--- src/hw/arcc_consts.vh ---
// register map, field positions and encodings of the converter register block
`ifndef ARCC_CONSTS_VH
`define ARCC_CONSTS_VH
`define ARCC_OFF_RESULT_HIGH 12'h000
`define ARCC_OFF_RESULT_LOW 12'h004
`define ARCC_OFF_CMP_HIGH 12'h008
`define ARCC_OFF_CMP_LOW 12'h00c
`define ARCC_OFF_CONFIG 12'h010
`define ARCC_OFF_PIN_CTL 12'h014
`define ARCC_OFF_CMP_CTL 12'h018
`define ARCC_OFF_STATUS 12'h01c
`define ARCC_CFG_LOWPWR 7
`define ARCC_CFG_DIV_HI 6
`define ARCC_CFG_DIV_LO 5
`define ARCC_CFG_LSMP 4
`define ARCC_CFG_MODE_HI 3
`define ARCC_CFG_MODE_LO 2
`define ARCC_CFG_CLK_HI 1
`define ARCC_CFG_CLK_LO 0
`define ARCC_MODE_8 2'h0
`define ARCC_MODE_12 2'h1
`define ARCC_MODE_10 2'h2
`define ARCC_CLK_BUS 2'h0
`define ARCC_CLK_BUS2 2'h1
`define ARCC_CLK_ALT 2'h2
`define ARCC_CLK_ASYNC 2'h3
`define ARCC_CTL_CMP_EN 0
`define ARCC_CTL_CMP_GT 1
`define ARCC_ST_CONVERSION_COMPLETE_FLAG 0
`define ARCC_ST_LOCK 1
`define ARCC_RESET_BYTE 8'h00
`define ARCC_HTRANS_NONSEQ 2'h2
`define ARCC_HSIZE_WORD 3'h2
`endif

--- src/hw/arcc_regs.v ---
// result, compare, configuration and pin-control registers of the converter
// Contract
// - high result holds top 4 bits (12-bit) or 2 bits (10-bit); unused bits zero
// - results load at each completion unless locked, or compare is enabled and fails
// - on a compare event the stored value is result minus compare value
// - in 12/10-bit mode reading high result locks results until low is read
// - conversions finishing while locked are discarded
// - in 8-bit mode there is no read interlock
// - low result holds lower eight bits, or the whole 8-bit result
// - high compare register compared to top 4/2 bits; ignored in 8-bit mode
// - low compare bits 7:0 compared with lower eight result bits in all modes
// - configuration bit 7 selects high speed (0) or low power (1)
// - configuration bits 6:5 divide input clock by 1, 2, 4 or 8
// - configuration bit 4 selects short (0) or long (1) sample time
// - configuration bits 3:2 select 8, 12 or 10-bit resolution; 11 reserved
// - configuration bits 1:0 select bus, bus/2, alternate or async clock
// - pin-control bit n disables port control of channel n pin
// - set pin bit forces output hi-z, input off reading zero, pullup off
// - complete flag sets on store, clears on status write or low result read
// - compare true when result below value (select 0) or at/above it (select 1)
`include "arcc_consts.vh"
module arcc_regs #(
   parameter RES_W = 12,
   parameter PINS = 8
) (
   input wire hclk,
   input wire hresetn,
   input wire hsel,
   input wire [11:0] haddr,
   input wire [1:0] htrans,
   input wire hwrite,
   input wire [2:0] hsize,
   input wire hready,
   input wire [31:0] hwdata,
   output reg [31:0] hrdata,
   output wire hreadyout,
   output wire hresp,
   input wire conv_done,
   input wire [RES_W-1:0] conv_result,
   input wire alternate_clock,
   input wire internal_async_clock,
   output wire converter_clock_en,
   output wire low_power_select,
   output wire long_sample_select,
   output wire [1:0] mode_select,
   output wire [1:0] input_clock_select,
   output wire [1:0] clock_divide_select,
   output wire conversion_complete_flag,
   input wire [PINS-1:0] port_out,
   input wire [PINS-1:0] port_oe,
   input wire [PINS-1:0] port_pullup,
   input wire [PINS-1:0] pin_in,
   output wire [PINS-1:0] pin_out,
   output wire [PINS-1:0] pin_oe,
   output wire [PINS-1:0] pin_pullup,
   output wire [PINS-1:0] port_in
);
   reg [7:0] cfg_q;
   reg [7:0] cmp_hi_q;
   reg [7:0] cmp_lo_q;
   reg [7:0] pin_ctl_q;
   reg [1:0] cmp_ctl_q;
   reg [RES_W-1:0] result_q;
   reg conversion_complete_flag_q;
   reg lock_q;
   reg wr_pend_q;
   reg [11:0] wr_addr_q;
   reg [2:0] div_cnt_q;
   reg bus2_q;
   reg alt_q;
   reg async_q;
   reg alt_prev_q;
   reg async_prev_q;
   reg [RES_W-1:0] res_masked;
   reg [RES_W-1:0] cmp_masked;
   reg [RES_W-1:0] diff_masked;
   reg cmp_true;
   reg src_tick;
   reg [2:0] div_mask;
   wire addr_phase;
   wire rd_req;
   wire wr_req;
   wire rd_low;
   wire rd_high;
   wire [1:0] mode;
   wire store;
   wire [15:0] cmp_full;
   wire [RES_W-1:0] cmp_value;
   wire [RES_W-1:0] diff_value;

   assign mode = cfg_q[`ARCC_CFG_MODE_HI:`ARCC_CFG_MODE_LO];
   assign hreadyout = 1'b1;
   assign hresp = 1'b0;
   assign addr_phase = hsel && hready && (htrans == `ARCC_HTRANS_NONSEQ);
   assign rd_req = addr_phase && !hwrite;
   assign wr_req = addr_phase && hwrite;
   assign rd_low = rd_req && (haddr == `ARCC_OFF_RESULT_LOW);
   assign rd_high = rd_req && (haddr == `ARCC_OFF_RESULT_HIGH);

   // compare value assembled to the result width
   assign cmp_full = {cmp_hi_q, cmp_lo_q};
   assign cmp_value = cmp_full[RES_W-1:0];

   // conversion result and compare value masked to the active resolution
   always @* begin
      res_masked = conv_result;
      cmp_masked = cmp_value;
      if (mode == `ARCC_MODE_8) begin
         res_masked[RES_W-1:8] = {(RES_W-8){1'b0}};
         cmp_masked[RES_W-1:8] = {(RES_W-8){1'b0}};
      end else if (mode == `ARCC_MODE_10) begin
         res_masked[RES_W-1:10] = {(RES_W-10){1'b0}};
         cmp_masked[RES_W-1:10] = {(RES_W-10){1'b0}};
      end
      // the low compare bits always take part
      if (cmp_ctl_q[`ARCC_CTL_CMP_GT]) begin
         cmp_true = (res_masked >= cmp_masked);
      end else begin
         cmp_true = (res_masked < cmp_masked);
      end
   end

   // result plus two's complement of compare value
   assign diff_value = res_masked + (~cmp_masked + {{(RES_W-1){1'b0}}, 1'b1});

   always @* begin
      diff_masked = diff_value;
      if (mode == `ARCC_MODE_8) begin
         diff_masked[RES_W-1:8] = {(RES_W-8){1'b0}};
      end else if (mode == `ARCC_MODE_10) begin
         diff_masked[RES_W-1:10] = {(RES_W-10){1'b0}};
      end
   end

   // a locked result drops the conversion entirely
   assign store = conv_done && !lock_q && (!cmp_ctl_q[`ARCC_CTL_CMP_EN] || cmp_true);

   always @(posedge hclk or negedge hresetn) begin
      if (!hresetn) begin
         result_q <= {RES_W{1'b0}};
         lock_q <= 1'b0;
         conversion_complete_flag_q <= 1'b0;
      end else begin
         if (store) begin
            if (cmp_ctl_q[`ARCC_CTL_CMP_EN]) begin
               result_q <= diff_masked;
            end else begin
               result_q <= res_masked;
            end
         end
         // outside 8-bit mode a read of the high byte holds results until the low byte is read
         if (rd_low || mode == `ARCC_MODE_8) begin
            lock_q <= 1'b0;
         end else if (rd_high) begin
            lock_q <= 1'b1;
         end
         // set wins over a clear in the same cycle
         if (store) begin
            conversion_complete_flag_q <= 1'b1;
         end else if (rd_low || (wr_pend_q && wr_addr_q == `ARCC_OFF_STATUS)) begin
            conversion_complete_flag_q <= 1'b0;
         end
      end
   end

   // write data phase follows the captured address phase
   always @(posedge hclk or negedge hresetn) begin
      if (!hresetn) begin
         wr_pend_q <= 1'b0;
         wr_addr_q <= 12'h000;
         cfg_q <= `ARCC_RESET_BYTE;
         cmp_hi_q <= `ARCC_RESET_BYTE;
         cmp_lo_q <= `ARCC_RESET_BYTE;
         pin_ctl_q <= `ARCC_RESET_BYTE;
         cmp_ctl_q <= 2'h0;
      end else begin
         wr_pend_q <= wr_req;
         if (wr_req) begin
            wr_addr_q <= haddr;
         end
         if (wr_pend_q) begin
            if (wr_addr_q == `ARCC_OFF_CMP_HIGH) begin
               cmp_hi_q <= hwdata[7:0];
            end else if (wr_addr_q == `ARCC_OFF_CMP_LOW) begin
               cmp_lo_q <= hwdata[7:0];
            end else if (wr_addr_q == `ARCC_OFF_CONFIG) begin
               cfg_q <= hwdata[7:0];
            end else if (wr_addr_q == `ARCC_OFF_PIN_CTL) begin
               pin_ctl_q <= hwdata[7:0];
            end else if (wr_addr_q == `ARCC_OFF_CMP_CTL) begin
               cmp_ctl_q <= hwdata[1:0];
            end
         end
      end
   end

   // read data registered at the address phase; unmapped reads return zero
   always @(posedge hclk or negedge hresetn) begin
      if (!hresetn) begin
         hrdata <= 32'h0000_0000;
      end else if (rd_req) begin
         if (haddr == `ARCC_OFF_RESULT_HIGH) begin
            hrdata <= {{(40-RES_W){1'b0}}, result_q[RES_W-1:8]};
         end else if (haddr == `ARCC_OFF_RESULT_LOW) begin
            hrdata <= {24'h00_0000, result_q[7:0]};
         end else if (haddr == `ARCC_OFF_CMP_HIGH) begin
            hrdata <= {24'h00_0000, cmp_hi_q};
         end else if (haddr == `ARCC_OFF_CMP_LOW) begin
            hrdata <= {24'h00_0000, cmp_lo_q};
         end else if (haddr == `ARCC_OFF_CONFIG) begin
            hrdata <= {24'h00_0000, cfg_q};
         end else if (haddr == `ARCC_OFF_PIN_CTL) begin
            hrdata <= {24'h00_0000, pin_ctl_q};
         end else if (haddr == `ARCC_OFF_CMP_CTL) begin
            hrdata <= {30'h0000_0000, cmp_ctl_q};
         end else if (haddr == `ARCC_OFF_STATUS) begin
            hrdata <= {30'h0000_0000, lock_q, conversion_complete_flag_q};
         end else begin
            hrdata <= 32'h0000_0000;
         end
      end
   end

   // clock source edges, sampled on hclk, then divided into an enable pulse
   always @(posedge hclk or negedge hresetn) begin
      if (!hresetn) begin
         bus2_q <= 1'b0;
         alt_q <= 1'b0;
         async_q <= 1'b0;
         alt_prev_q <= 1'b0;
         async_prev_q <= 1'b0;
      end else begin
         bus2_q <= ~bus2_q;
         alt_q <= alternate_clock;
         async_q <= internal_async_clock;
         alt_prev_q <= alt_q;
         async_prev_q <= async_q;
      end
   end

   always @* begin
      case (input_clock_select)
         `ARCC_CLK_BUS: src_tick = 1'b1;
         `ARCC_CLK_BUS2: src_tick = bus2_q;
         `ARCC_CLK_ALT: src_tick = alt_q && !alt_prev_q;
         default: src_tick = async_q && !async_prev_q;
      endcase
      case (clock_divide_select)
         2'h0: div_mask = 3'h0;
         2'h1: div_mask = 3'h1;
         2'h2: div_mask = 3'h3;
         default: div_mask = 3'h7;
      endcase
   end

   always @(posedge hclk or negedge hresetn) begin
      if (!hresetn) begin
         div_cnt_q <= 3'h0;
      end else if (src_tick) begin
         div_cnt_q <= div_cnt_q + 3'h1;
      end
   end

   assign converter_clock_en = src_tick && ((div_cnt_q & div_mask) == div_mask);

   assign low_power_select = cfg_q[`ARCC_CFG_LOWPWR];
   assign long_sample_select = cfg_q[`ARCC_CFG_LSMP];
   assign mode_select = mode;
   assign input_clock_select = cfg_q[`ARCC_CFG_CLK_HI:`ARCC_CFG_CLK_LO];
   assign clock_divide_select = cfg_q[`ARCC_CFG_DIV_HI:`ARCC_CFG_DIV_LO];
   assign conversion_complete_flag = conversion_complete_flag_q;

   // per-pin override of the port logic
   genvar i;
   generate
      for (i = 0; i < PINS; i = i + 1) begin : g_pin
         assign pin_out[i] = pin_ctl_q[i] ? 1'b0 : port_out[i];
         assign pin_oe[i] = pin_ctl_q[i] ? 1'b0 : port_oe[i];
         assign pin_pullup[i] = pin_ctl_q[i] ? 1'b0 : port_pullup[i];
         assign port_in[i] = pin_ctl_q[i] ? 1'b0 : pin_in[i];
      end
   endgenerate
endmodule

--- config.mk ---
export PLATFORM = sky130hd
export DESIGN_NAME = arcc_regs
export DESIGN_NICKNAME = d
export VERILOG_FILES = /design/src/hw/arcc_regs.v
export VERILOG_INCLUDE_DIRS = /design/src /design/src/hw
export SDC_FILE = /design/constraint.sdc
export NUM_CORES = 1
export LEC_CHECK = 0
export BUFFER_PORTS_ARGS = -buffer_cell sky130_fd_sc_hd__buf_2
export CORE_UTILIZATION = 30
export DETAILED_ROUTE_END_ITERATION = 7
export PLACE_DENSITY = 0.63
export SYNTH_ARGS = -nofsm -noshare
export SYNTH_HDL_FRONTEND = slang
export SYNTH_SLANG_ARGS = --single-unit
--- constraint.sdc ---
create_clock -name hclk -period 6.15 [get_ports hclk]
set_input_delay 0.9225 -clock hclk [delete_from_list [all_inputs] [get_ports hclk]]
set_output_delay 0.9225 -clock hclk [all_outputs]
set_load 0.02 [all_outputs]
==> results of run 1 <==
worst max-delay path: cells and delay by family:
kind	cells	cell delay, ps
buffers and inverters	3	450
multiplexers	2	940
adder cells (fa/ha/maj)	2	620
AND/OR/NAND/NOR	1	190
AO/OA/AOI/OAI	3	600
metrics by stage:
step | worst slack (ps) | util | instance area (µm²)
4_1_cts | 2640 | 0.372 | 5640
3_5_place_dp | 2310 | 0.352 | 5330
3_3_place_gp | 2350 | 0.352 | 5330
5_1_grt | 2400 | 0.372 | 5640
2_1_floorplan | 3000 | - | 4730
6_report | 2650 | 0.372 | 5640
power by group through the flow:
stage          clock network (µW)  registers [µW]  logic, µW
6_report                      538             579        229
5_1_grt                       573             585        257
4_1_cts                       548             580        233
3_5_place_dp                    0             588        232
3_3_place_gp                    0             587        228
2_1_floorplan                   0             581        172
logic make-up (layout without fill, tap and decap cells):
kind of cell	after synthesis	in the layout
compound gates	79	79
xor+xnor	8	8
fa+ha+maj	14	14
buf+inv	62	162
flops	77	77
mux	65	65
other cells	2	26
simple gates	161	161
sequential cells by signal, summed over array words and instances (netlist names), 3 cells and up:
| signal | count |
|---|---|
| cfg_q | 8 |
| cmp_hi_q | 8 |
| cmp_lo_q | 8 |
| div_cnt_q | 3 |
| hrdata | 8 |
| pin_ctl_q | 8 |
| result_q | 12 |
| wr_addr_q | 12 |
synthesized netlist by cell type (5+ instances only):
cell type / n
sky130_fd_sc_hd__dfrtp_1: 77
sky130_fd_sc_hd__xnor2_1: 7
sky130_fd_sc_hd__o22ai_1: 8
sky130_fd_sc_hd__inv_1: 22
sky130_fd_sc_hd__nor2b_1: 38
sky130_fd_sc_hd__ha_1: 13
sky130_fd_sc_hd__mux2_4: 8
sky130_fd_sc_hd__nand2b_1: 5
sky130_fd_sc_hd__mux2_2: 39
sky130_fd_sc_hd__o21ai_0: 22
sky130_fd_sc_hd__buf_4: 26
sky130_fd_sc_hd__clkbuf_1: 10
sky130_fd_sc_hd__a21oi_1: 21
sky130_fd_sc_hd__nand3_1: 6
sky130_fd_sc_hd__nand2_1: 59
sky130_fd_sc_hd__nor2_1: 22
sky130_fd_sc_hd__a31oi_1: 5
sky130_fd_sc_hd__mux2i_1: 15
layer usage:
layer | GRT usage | vias to the layer above | part of all wire
li1 | - | 1817 | -
met1 | 0.194 | 1756 | 0.47
met3 | 0.0308 | 13 | 0.062
met2 | 0.233 | 126 | 0.45
met5 | 0 | - | 0
met4 | 0.0468 | 0 | 0.016
cell type report:
cell class | count | area share
flip-flops and latches | 77 | 0.342
clock inverters | 6 | 0.0127
well taps | 188 | 0.0417
multi-input cells | 353 | 0.436
clock buffers | 10 | 0.0424
repair buffers | 124 | 0.111
inverters | 22 | 0.0147
how the worst max path moves through the flow:
stage	start	endpoint	slack, ps
final	conv_result[0]	result_q[2]	2650
after global routing	cfg_q[2]	result_q[2]	2400
after CTS	conv_result[0]	result_q[5]	2640
after detailed placement	conv_result[0]	result_q[2]	2310
after global placement	conv_result[0]	result_q[5]	2350
after floorplan	conv_result[0]	result_q[0]	3000
==> reports/results.tsv, run 1 <==
stage	metric	value	unit
logic_synthesis	synth.yosys.seq_area_share	0.416	
die	floorplan.io_pins	177	
grt	globalRoute.totalOverflow	0	
logic_synthesis	synth_adder_area_share	0.0394	
grt	number_of_global_route_vias_before_repair	3549	
logic_synthesis	post-synth-top-area-cell	sky130_fd_sc_hd__dfrtp_1	
cells_and_area	final_layout_size_suffix_gt1_frac	0.334	
pwr	ir_worst_vdd	147	µV
clocking	holdBufCountCts	0	
pwr	net-switching-power	369	µW
setup_path	worstSetupStartpointType	primary input	
cells_and_area	n_antenna_cell	0	
cells_and_area	area.sequential	1930	µm²
setup_path	reg2reg_from	cfg_q[2]	
routing	routed-via-count	3712	
logic_synthesis	yosysUniqueCellTypes	55	
cells_and_area	finalNonFillerCells	780	
pwr	sw_frac_of_total	0.274	
setup_path	crit_path_cell_trace	buf_2 > inv_1 > ha_1 > fa_1 > nor2b_1 > o2111a_1 > o31ai_4 > a21oi_1 > mux2i_2 > buf_4 > mux2_4	
place	gp_congestion	0.803	
grt	track_usage	0.145	
setup_path	worst-endpoint-required	6360	ps
setup_path	crit_path_max_incr_delay	620	ps
timing	hold_slack	375	ps
clocking	cts-buffers-inserted	9	
worst_hold_path	hp-class	reg2reg	
pwr	clock_share_of_power	0.400	
cells_and_area	multiInputGateArea	2450	µm²
setup_path	reg2regPathDepth	10	
place	dp_hpwl	8.48	mm
pwr	power_density	239	nW/µm²
logic_synthesis	synth-simple-area-share	0.179	
setup_path	crit_arrival	3720	ps
timing	final_hold_viol_count	0	
timing	fmax	0.285	GHz
routing	via_per_inst	4.76	
die	fp.dieArea	16000	µm²
logic_synthesis	complex_gate_fraction_of_the_synthesized_area	0.109	
clocking	cts.sinks	77	
logic_synthesis	synth_xor_xnor_area_share	0.0151	
setup_path	timing.reg2reg.setup_slack	2680	ps
pwr	p_leak	0.00278	µW
timing	timing_worst_slew_pin_value	970	ps
cells_and_area	nNetsFinal	702	
cells_and_area	area_growth	21.5	%
pwr	share_seq_of_total_power	0.430	
die	core.rowCount	45	
routing	route.antenna.remaining_nets	0	
setup_path	crit_path_end_kind	register	
clocking	skew_pair_late_insertion_delay	330	ps
worst_hold_path	hold_path_startpoint	alt_q	
place	port_buffers	123	
die	fp.dieW	126	µm
die	fp.dieH	126	µm
routing	drt_pre_antenna_iters	4	
clocking	post_cts_buffers	0	
logic_synthesis	postSynthRegisterBits	77	
cells_and_area	final_cell_mix	122 x sky130_fd_sc_hd__buf_2, 77 x sky130_fd_sc_hd__dfrtp_1, 59 x sky130_fd_sc_hd__nand2_1, 39 x sky130_fd_sc_hd__mux2_2, 38 x sky130_fd_sc_hd__nor2b_1	
grt	grt_max_degree	78	
timing	finalMaxSlewViolations	0	
pwr	total_power	1350	µW
timing	fin_setup_tns	0	ps
status	outcome	finished clean	
setup_path	timing.setup.critical_path_class	in2reg	
clocking	ctsRootBufferMaster	sky130_fd_sc_hd__clkbuf_16	
cells_and_area	n_fill_cell	1577	
routing	avgRoutedWirePerCell	14.1	µm
routing	drtIter0Drc	183	
setup_path	slowest_stage	sky130_fd_sc_hd__mux2i_2	
die	floorplan.initialDensity	0.306	
pwr	share_of_total_power_in_combinational_logic	0.170	
timing	skew	6.01	ps
routing	routed_wl	11.0	mm
clocking	clkTransAtPathRegs	60	ps
timing	setup_viol	0	
logic_synthesis	largest_family_of_logic_cells_by_synthesized_area	simple AND/OR/NAND/NOR gates	
die	core_outline_area	15100	µm²
logic_synthesis	syn_area	4640	µm²
logic_synthesis	synth.top_cells.by_area	sky130_fd_sc_hd__dfrtp_1 42%, sky130_fd_sc_hd__mux2_2 9.5%, sky130_fd_sc_hd__nor2b_1 5.1%, sky130_fd_sc_hd__nand2_1 4.8%, sky130_fd_sc_hd__buf_4 4.2%	
logic_synthesis	synth_cells	468	
timing	grt_setup_unrepaired	no	
timing	maxSlewHeadroom	0.353	
logic_synthesis	ys_dominant_reg_cell	sky130_fd_sc_hd__dfrtp_1	
grt	grt_antenna_before_repair	0	
place	post-place-cells	764	
logic_synthesis	synth_warnings	0	
grt	grt_first_pass_wirelength	18.1	mm
logic_synthesis	post-synth-top-area-fraction	0.416	
logic_synthesis	yosys-mux-area-fraction	0.166	
timing	period_needed	3500	ps
cells_and_area	commonest_non_fill_non_tap_cell_in_the_layout	sky130_fd_sc_hd__buf_2	
clocking	cts_max_level	3	
logic_synthesis	synth_area_per_cell	9.91	µm²
timing	post-route-period-util	0.570	
setup_path	critical_path.reg2reg.endpoint	result_q[2]	
routing	drt_drc_violations_left	0	
setup_path	crit_path_max_fanout	8	
worst_hold_path	holdPathEnd	alt_prev_q	
logic_synthesis	postSynth.asyncResetShare	1.00	
clocking	cts.repair.resized	0	
pwr	cell_internal_pwr	977	µW
logic_synthesis	synth_edf_count	0	
job	timing.max_cap.violations	0	
worst_hold_path	whs_path_depth	0	
clocking	cts_tree	built	
clocking	clock_tree.buffer_depth	2	
Power figures use the tool's default switching activity.
==> inputs of run 2 (changes only) <==
- ABC_AREA: not set -> 1
- PLACE_DENSITY: 0.63 -> 0.62
- clock period: 6.15 -> 3.3 ns (I/O delays scaled with it)
==> reports/results.tsv, run 2 <==
stage	metric	value	unit	change
logic_synthesis	postSynth.asyncResetShare	1.00		unchanged
die	floorplan.initialDensity	0.308		was 0.306
grt	globalRoute.totalOverflow	0		unchanged
logic_synthesis	synth_warnings	0		unchanged
logic_synthesis	post-synth-top-area-cell	sky130_fd_sc_hd__dfrtp_1		unchanged
setup_path	crit_arrival	2830	ps	was 3720 ps
job	timing.max_cap.violations	0		unchanged
timing	maxSlewHeadroom	0.347		was 0.353
setup_path	crit_path_end_kind	register		unchanged
timing	post-route-period-util	0.791		
grt	grt_max_degree	78		unchanged
logic_synthesis	syn_area	5130	µm²	was 4640 µm²
grt	track_usage	0.164		was 0.145
setup_path	cp-startpoint	cfg_q[3]		was conv_result[0]
clocking	post_cts_buffers	0		unchanged
routing	route.antenna.remaining_nets	0		unchanged
setup_path	crit_path_cell_trace	nor2_1 > inv_1 > nand2_1 > nor2_1 > ha_1 > nand2_1 > inv_1 > nand2_1 > and2_1 > nand3_2 > nand2_2 > nand3_2 > nand2_4 > inv_2 > nand2_1 > nand2_1		was buf_2 > inv_1 > ha_1 > fa_1 > nor2b_1 > o2111a_1 > o31ai_4 > a21oi_1 > mux2i_2 > buf_4 > mux2_4
routing	routed-via-count	4779		was 3712
clocking	cts_max_level	3		unchanged
die	fp.dieArea	17600	µm²	was 16000 µm²
grt	grt_first_pass_wirelength	22.7	mm	was 18.1 mm
logic_synthesis	synth.top_cells.by_area	sky130_fd_sc_hd__dfrtp_1 38%, sky130_fd_sc_hd__nand2_1 14%, sky130_fd_sc_hd__inv_1 9.3%, sky130_fd_sc_hd__nor2_1 6.0%, sky130_fd_sc_hd__o21ai_0 4.6%		was sky130_fd_sc_hd__dfrtp_1 42%, sky130_fd_sc_hd__mux2_2 9.5%, sky130_fd_sc_hd__nor2b_1 5.1%, sky130_fd_sc_hd__nand2_1 4.8%, sky130_fd_sc_hd__buf_4 4.2%
routing	drt_pre_antenna_iters	5		was 4
timing	skew	5.53	ps	was 6.01 ps
pwr	share_seq_of_total_power	0.436		was 0.430
setup_path	crit_path_max_fanout	17		was 8
die	core.rowCount	47		was 45
cells_and_area	final_cell_mix	192 x sky130_fd_sc_hd__nand2_1, 127 x sky130_fd_sc_hd__inv_1, 122 x sky130_fd_sc_hd__buf_2, 82 x sky130_fd_sc_hd__nor2_1, 77 x sky130_fd_sc_hd__dfrtp_1		was 122 x sky130_fd_sc_hd__buf_2, 77 x sky130_fd_sc_hd__dfrtp_1, 59 x sky130_fd_sc_hd__nand2_1, 39 x sky130_fd_sc_hd__mux2_2, 38 x sky130_fd_sc_hd__nor2b_1
setup_path	timing.critical_path.buf_inv	3		unchanged
cells_and_area	nNetsFinal	968		was 702
timing	fmax	0.383	GHz	
place	detailed_place.area	5850	µm²	was 5330 µm²
cells_and_area	area_growth	19.8	%	was 21.5%
setup_path	reg2reg_from	cfg_q[3]		was cfg_q[2]
clocking	clock_tree.buffer_depth	2		unchanged
setup_path	crit_family	simple AND/OR/NAND/NOR gates		was multiplexers
clocking	clkTransAtPathRegs	60	ps	about the same
clocking	cts.sinks	77		unchanged
routing	avgRoutedWirePerCell	12.7	µm	was 14.1 µm
place	port_buffers	123		unchanged
worst_hold_path	hp-class	in2reg		was reg2reg
routing	routed_wl	13.7	mm	was 11.0 mm
pwr	share_of_total_power_in_combinational_logic	0.171		was 0.170
setup_path	timing.setup.critical_path_class	reg2reg		was in2reg
setup_path	worst-path-stages	16		was 11
logic_synthesis	synthMostInstantiatedCell	sky130_fd_sc_hd__nand2_1		was sky130_fd_sc_hd__dfrtp_1
setup_path	critPathCapture	result_q[6]		was result_q[2]
timing	fin_setup_tns	0	ps	unchanged
cells_and_area	largestRegisters	result_q: 12 flops, wr_addr_q: 12 flops		unchanged
die	fp.dieH	133	µm	was 126 µm
clocking	ctsRootBufferMaster	sky130_fd_sc_hd__clkbuf_16		unchanged
clocking	cts.repair.resized	0		unchanged
die	core_outline_area	16600	µm²	was 15100 µm²
timing	final_hold_viol_count	0		unchanged
timing	timing_worst_slew_pin_value	979	ps	was 970 ps
place	dp_hpwl	11.0	mm	was 8.48 mm
pwr	net-switching-power	715	µW	was 369 µW
timing	finalMaxSlewViolations	0		unchanged
status	outcome	finished clean		unchanged
grt	grt_antenna_before_repair	0		unchanged
pwr	ir_worst_vdd	233	µV	was 147 µV
setup_path	worst-endpoint-required	3530	ps	was 6360 ps
clocking	cts_tree	built		unchanged
timing	setup_viol	0		unchanged
logic_synthesis	synth_cells	729		was 468
pwr	sw_frac_of_total	0.285		was 0.274
logic_synthesis	postSynthRegisterBits	77		unchanged
clocking	holdBufCountCts	0		unchanged
timing	grt_setup_unrepaired	no		unchanged
clocking	skew_pair_late_insertion_delay	330	ps	about the same
routing	via_per_inst	4.43		was 4.76
pwr	p_leak	0.00358	µW	was 0.00278 µW
setup_path	slowest_stage	sky130_fd_sc_hd__dfrtp_1		was sky130_fd_sc_hd__mux2i_2
cells_and_area	final_layout_size_suffix_gt1_frac	0.218		was 0.334
logic_synthesis	synth_commonest_cells	192 x sky130_fd_sc_hd__nand2_1, 127 x sky130_fd_sc_hd__inv_1, 82 x sky130_fd_sc_hd__nor2_1		was 77 x sky130_fd_sc_hd__dfrtp_1, 59 x sky130_fd_sc_hd__nand2_1, 39 x sky130_fd_sc_hd__mux2_2
pwr	clock_share_of_power	0.392		was 0.400
cells_and_area	n_antenna_cell	0		unchanged
logic_synthesis	yosysUniqueCellTypes	44		was 55
pwr	power_density	407	nW/µm²	was 239 nW/µm²
pwr	cell_internal_pwr	1790	µW	was 977 µW
setup_path	crit_path_max_incr_delay	460	ps	was 620 ps
setup_path	reg2regPathDepth	16		was 10
logic_synthesis	post-synth-top-area-fraction	0.376		was 0.416
logic_synthesis	synth_area_per_cell	7.04	µm²	was 9.91 µm²
setup_path	timing.reg2reg.setup_slack	690	ps	was 2680 ps
clocking	cts-buffers-inserted	9		unchanged
grt	number_of_global_route_vias_before_repair	4565		was 3549
logic_synthesis	synth_edf_count	0		unchanged
cells_and_area	commonest_non_fill_non_tap_cell_in_the_layout	sky130_fd_sc_hd__nand2_1		was sky130_fd_sc_hd__buf_2
place	gp_congestion	0.905		was 0.803
cells_and_area	n_fill_cell	1773		was 1577
die	fp.dieW	133	µm	was 126 µm
setup_path	worstSetupStartpointType	register		was primary input
logic_synthesis	ys_dominant_reg_cell	sky130_fd_sc_hd__dfrtp_1		unchanged
routing	drt_drc_violations_left	0		unchanged
logic_synthesis	synth.yosys.seq_area_share	0.376		was 0.416
setup_path	path_common_cell	sky130_fd_sc_hd__nand2_1		
die	floorplan.io_pins	177		unchanged
cells_and_area	final_design_area_no_fill	6150	µm²	was 5640 µm²
setup_path	critical_path.reg2reg.endpoint	result_q[6]		was result_q[2]
timing	period_needed	2610	ps	
routing	drtIter0Drc	276		was 183
## run 2: cell count changes in the layout (fill, tap and decap cells not counted), sizes merged, moves of 6 or more
cell,before,now
inv,23,131
xnor2,7,1
mux2,47,0
nor2,24,90
o22ai,8,0
a21oi,21,6
nand2,59,206
nor2b,38,0
mux2i,16,5
o21ai,22,65
nand4,2,15
nand3,6,43
## run 2: cells by family (layout without fill, tap and decap cells)
family | after synthesis | after routing | synth area share
buffers and inverters | 168 | 273 | 0.150
AO/OA/AOI/OAI | 85 | 85 | 0.0956
XOR/XNOR | 3 | 3 | 0.00512
adder cells (fa/ha/maj) | 14 | 14 | 0.0356
other | 2 | 26 | 0.00146
flip-flops | 77 | 77 | 0.376
multiplexers | 5 | 5 | 0.00975
AND/OR/NAND/NOR | 375 | 375 | 0.327
## run 2: layout make-up
cell class	instances	area, µm²	area share
inverter	132	495	0.0806
clock inverter	4	47.5	0.00773
multi-input combinational	508	2520	0.410
sequential	77	1930	0.313
timing repair buffer	125	633	0.103
tap	220	275	0.0448
clock buffer	12	246	0.0401
## run 2: metrics by stage
stage                     hold WS [ps]  instances  worst slack, ps  utilization  total power, µW
after floorplan                    199        753             1070            -             1400
after detailed placement           364       1062              703        0.352             1540
after global placement             359       1062              703        0.352             1530
after global routing               258       1078              410        0.369             2630
after CTS                          255       1078              680        0.369             2520
final                              264       1078              691        0.369             2500
## run 2: worst min-delay path by stage
stage / slack (ps) / start / cells past startpoint / endpoint
after floorplan: 200 / hresetn / 0 / alt_prev_q
after global placement: 360 / alt_q / 0 / alt_prev_q
after detailed placement: 360 / alt_q / 0 / alt_prev_q
after CTS: 260 / internal_async_clock / 1 / async_q
after global routing: 260 / alternate_clock / 1 / alt_q
final: 260 / alternate_clock / 1 / alt_q
## run 2: per-layer routing
metal,global-route usage,wire length [µm],vias to the layer above
met1,0.215,6500,2120
met2,0.268,6180,156
met4,0.0690,322,0
li1,-,-,2481
met5,0,0,-
met3,0.0268,732,22
## run 2: power groups by stage
stage	Clock, µW	Sequential, µW	Combinational [µW]
3_3_place_gp	0	1110	425
2_1_floorplan	0	1090	311
4_1_cts	994	1090	432
3_5_place_dp	0	1110	431
5_1_grt	1040	1100	488
6_report	982	1090	429
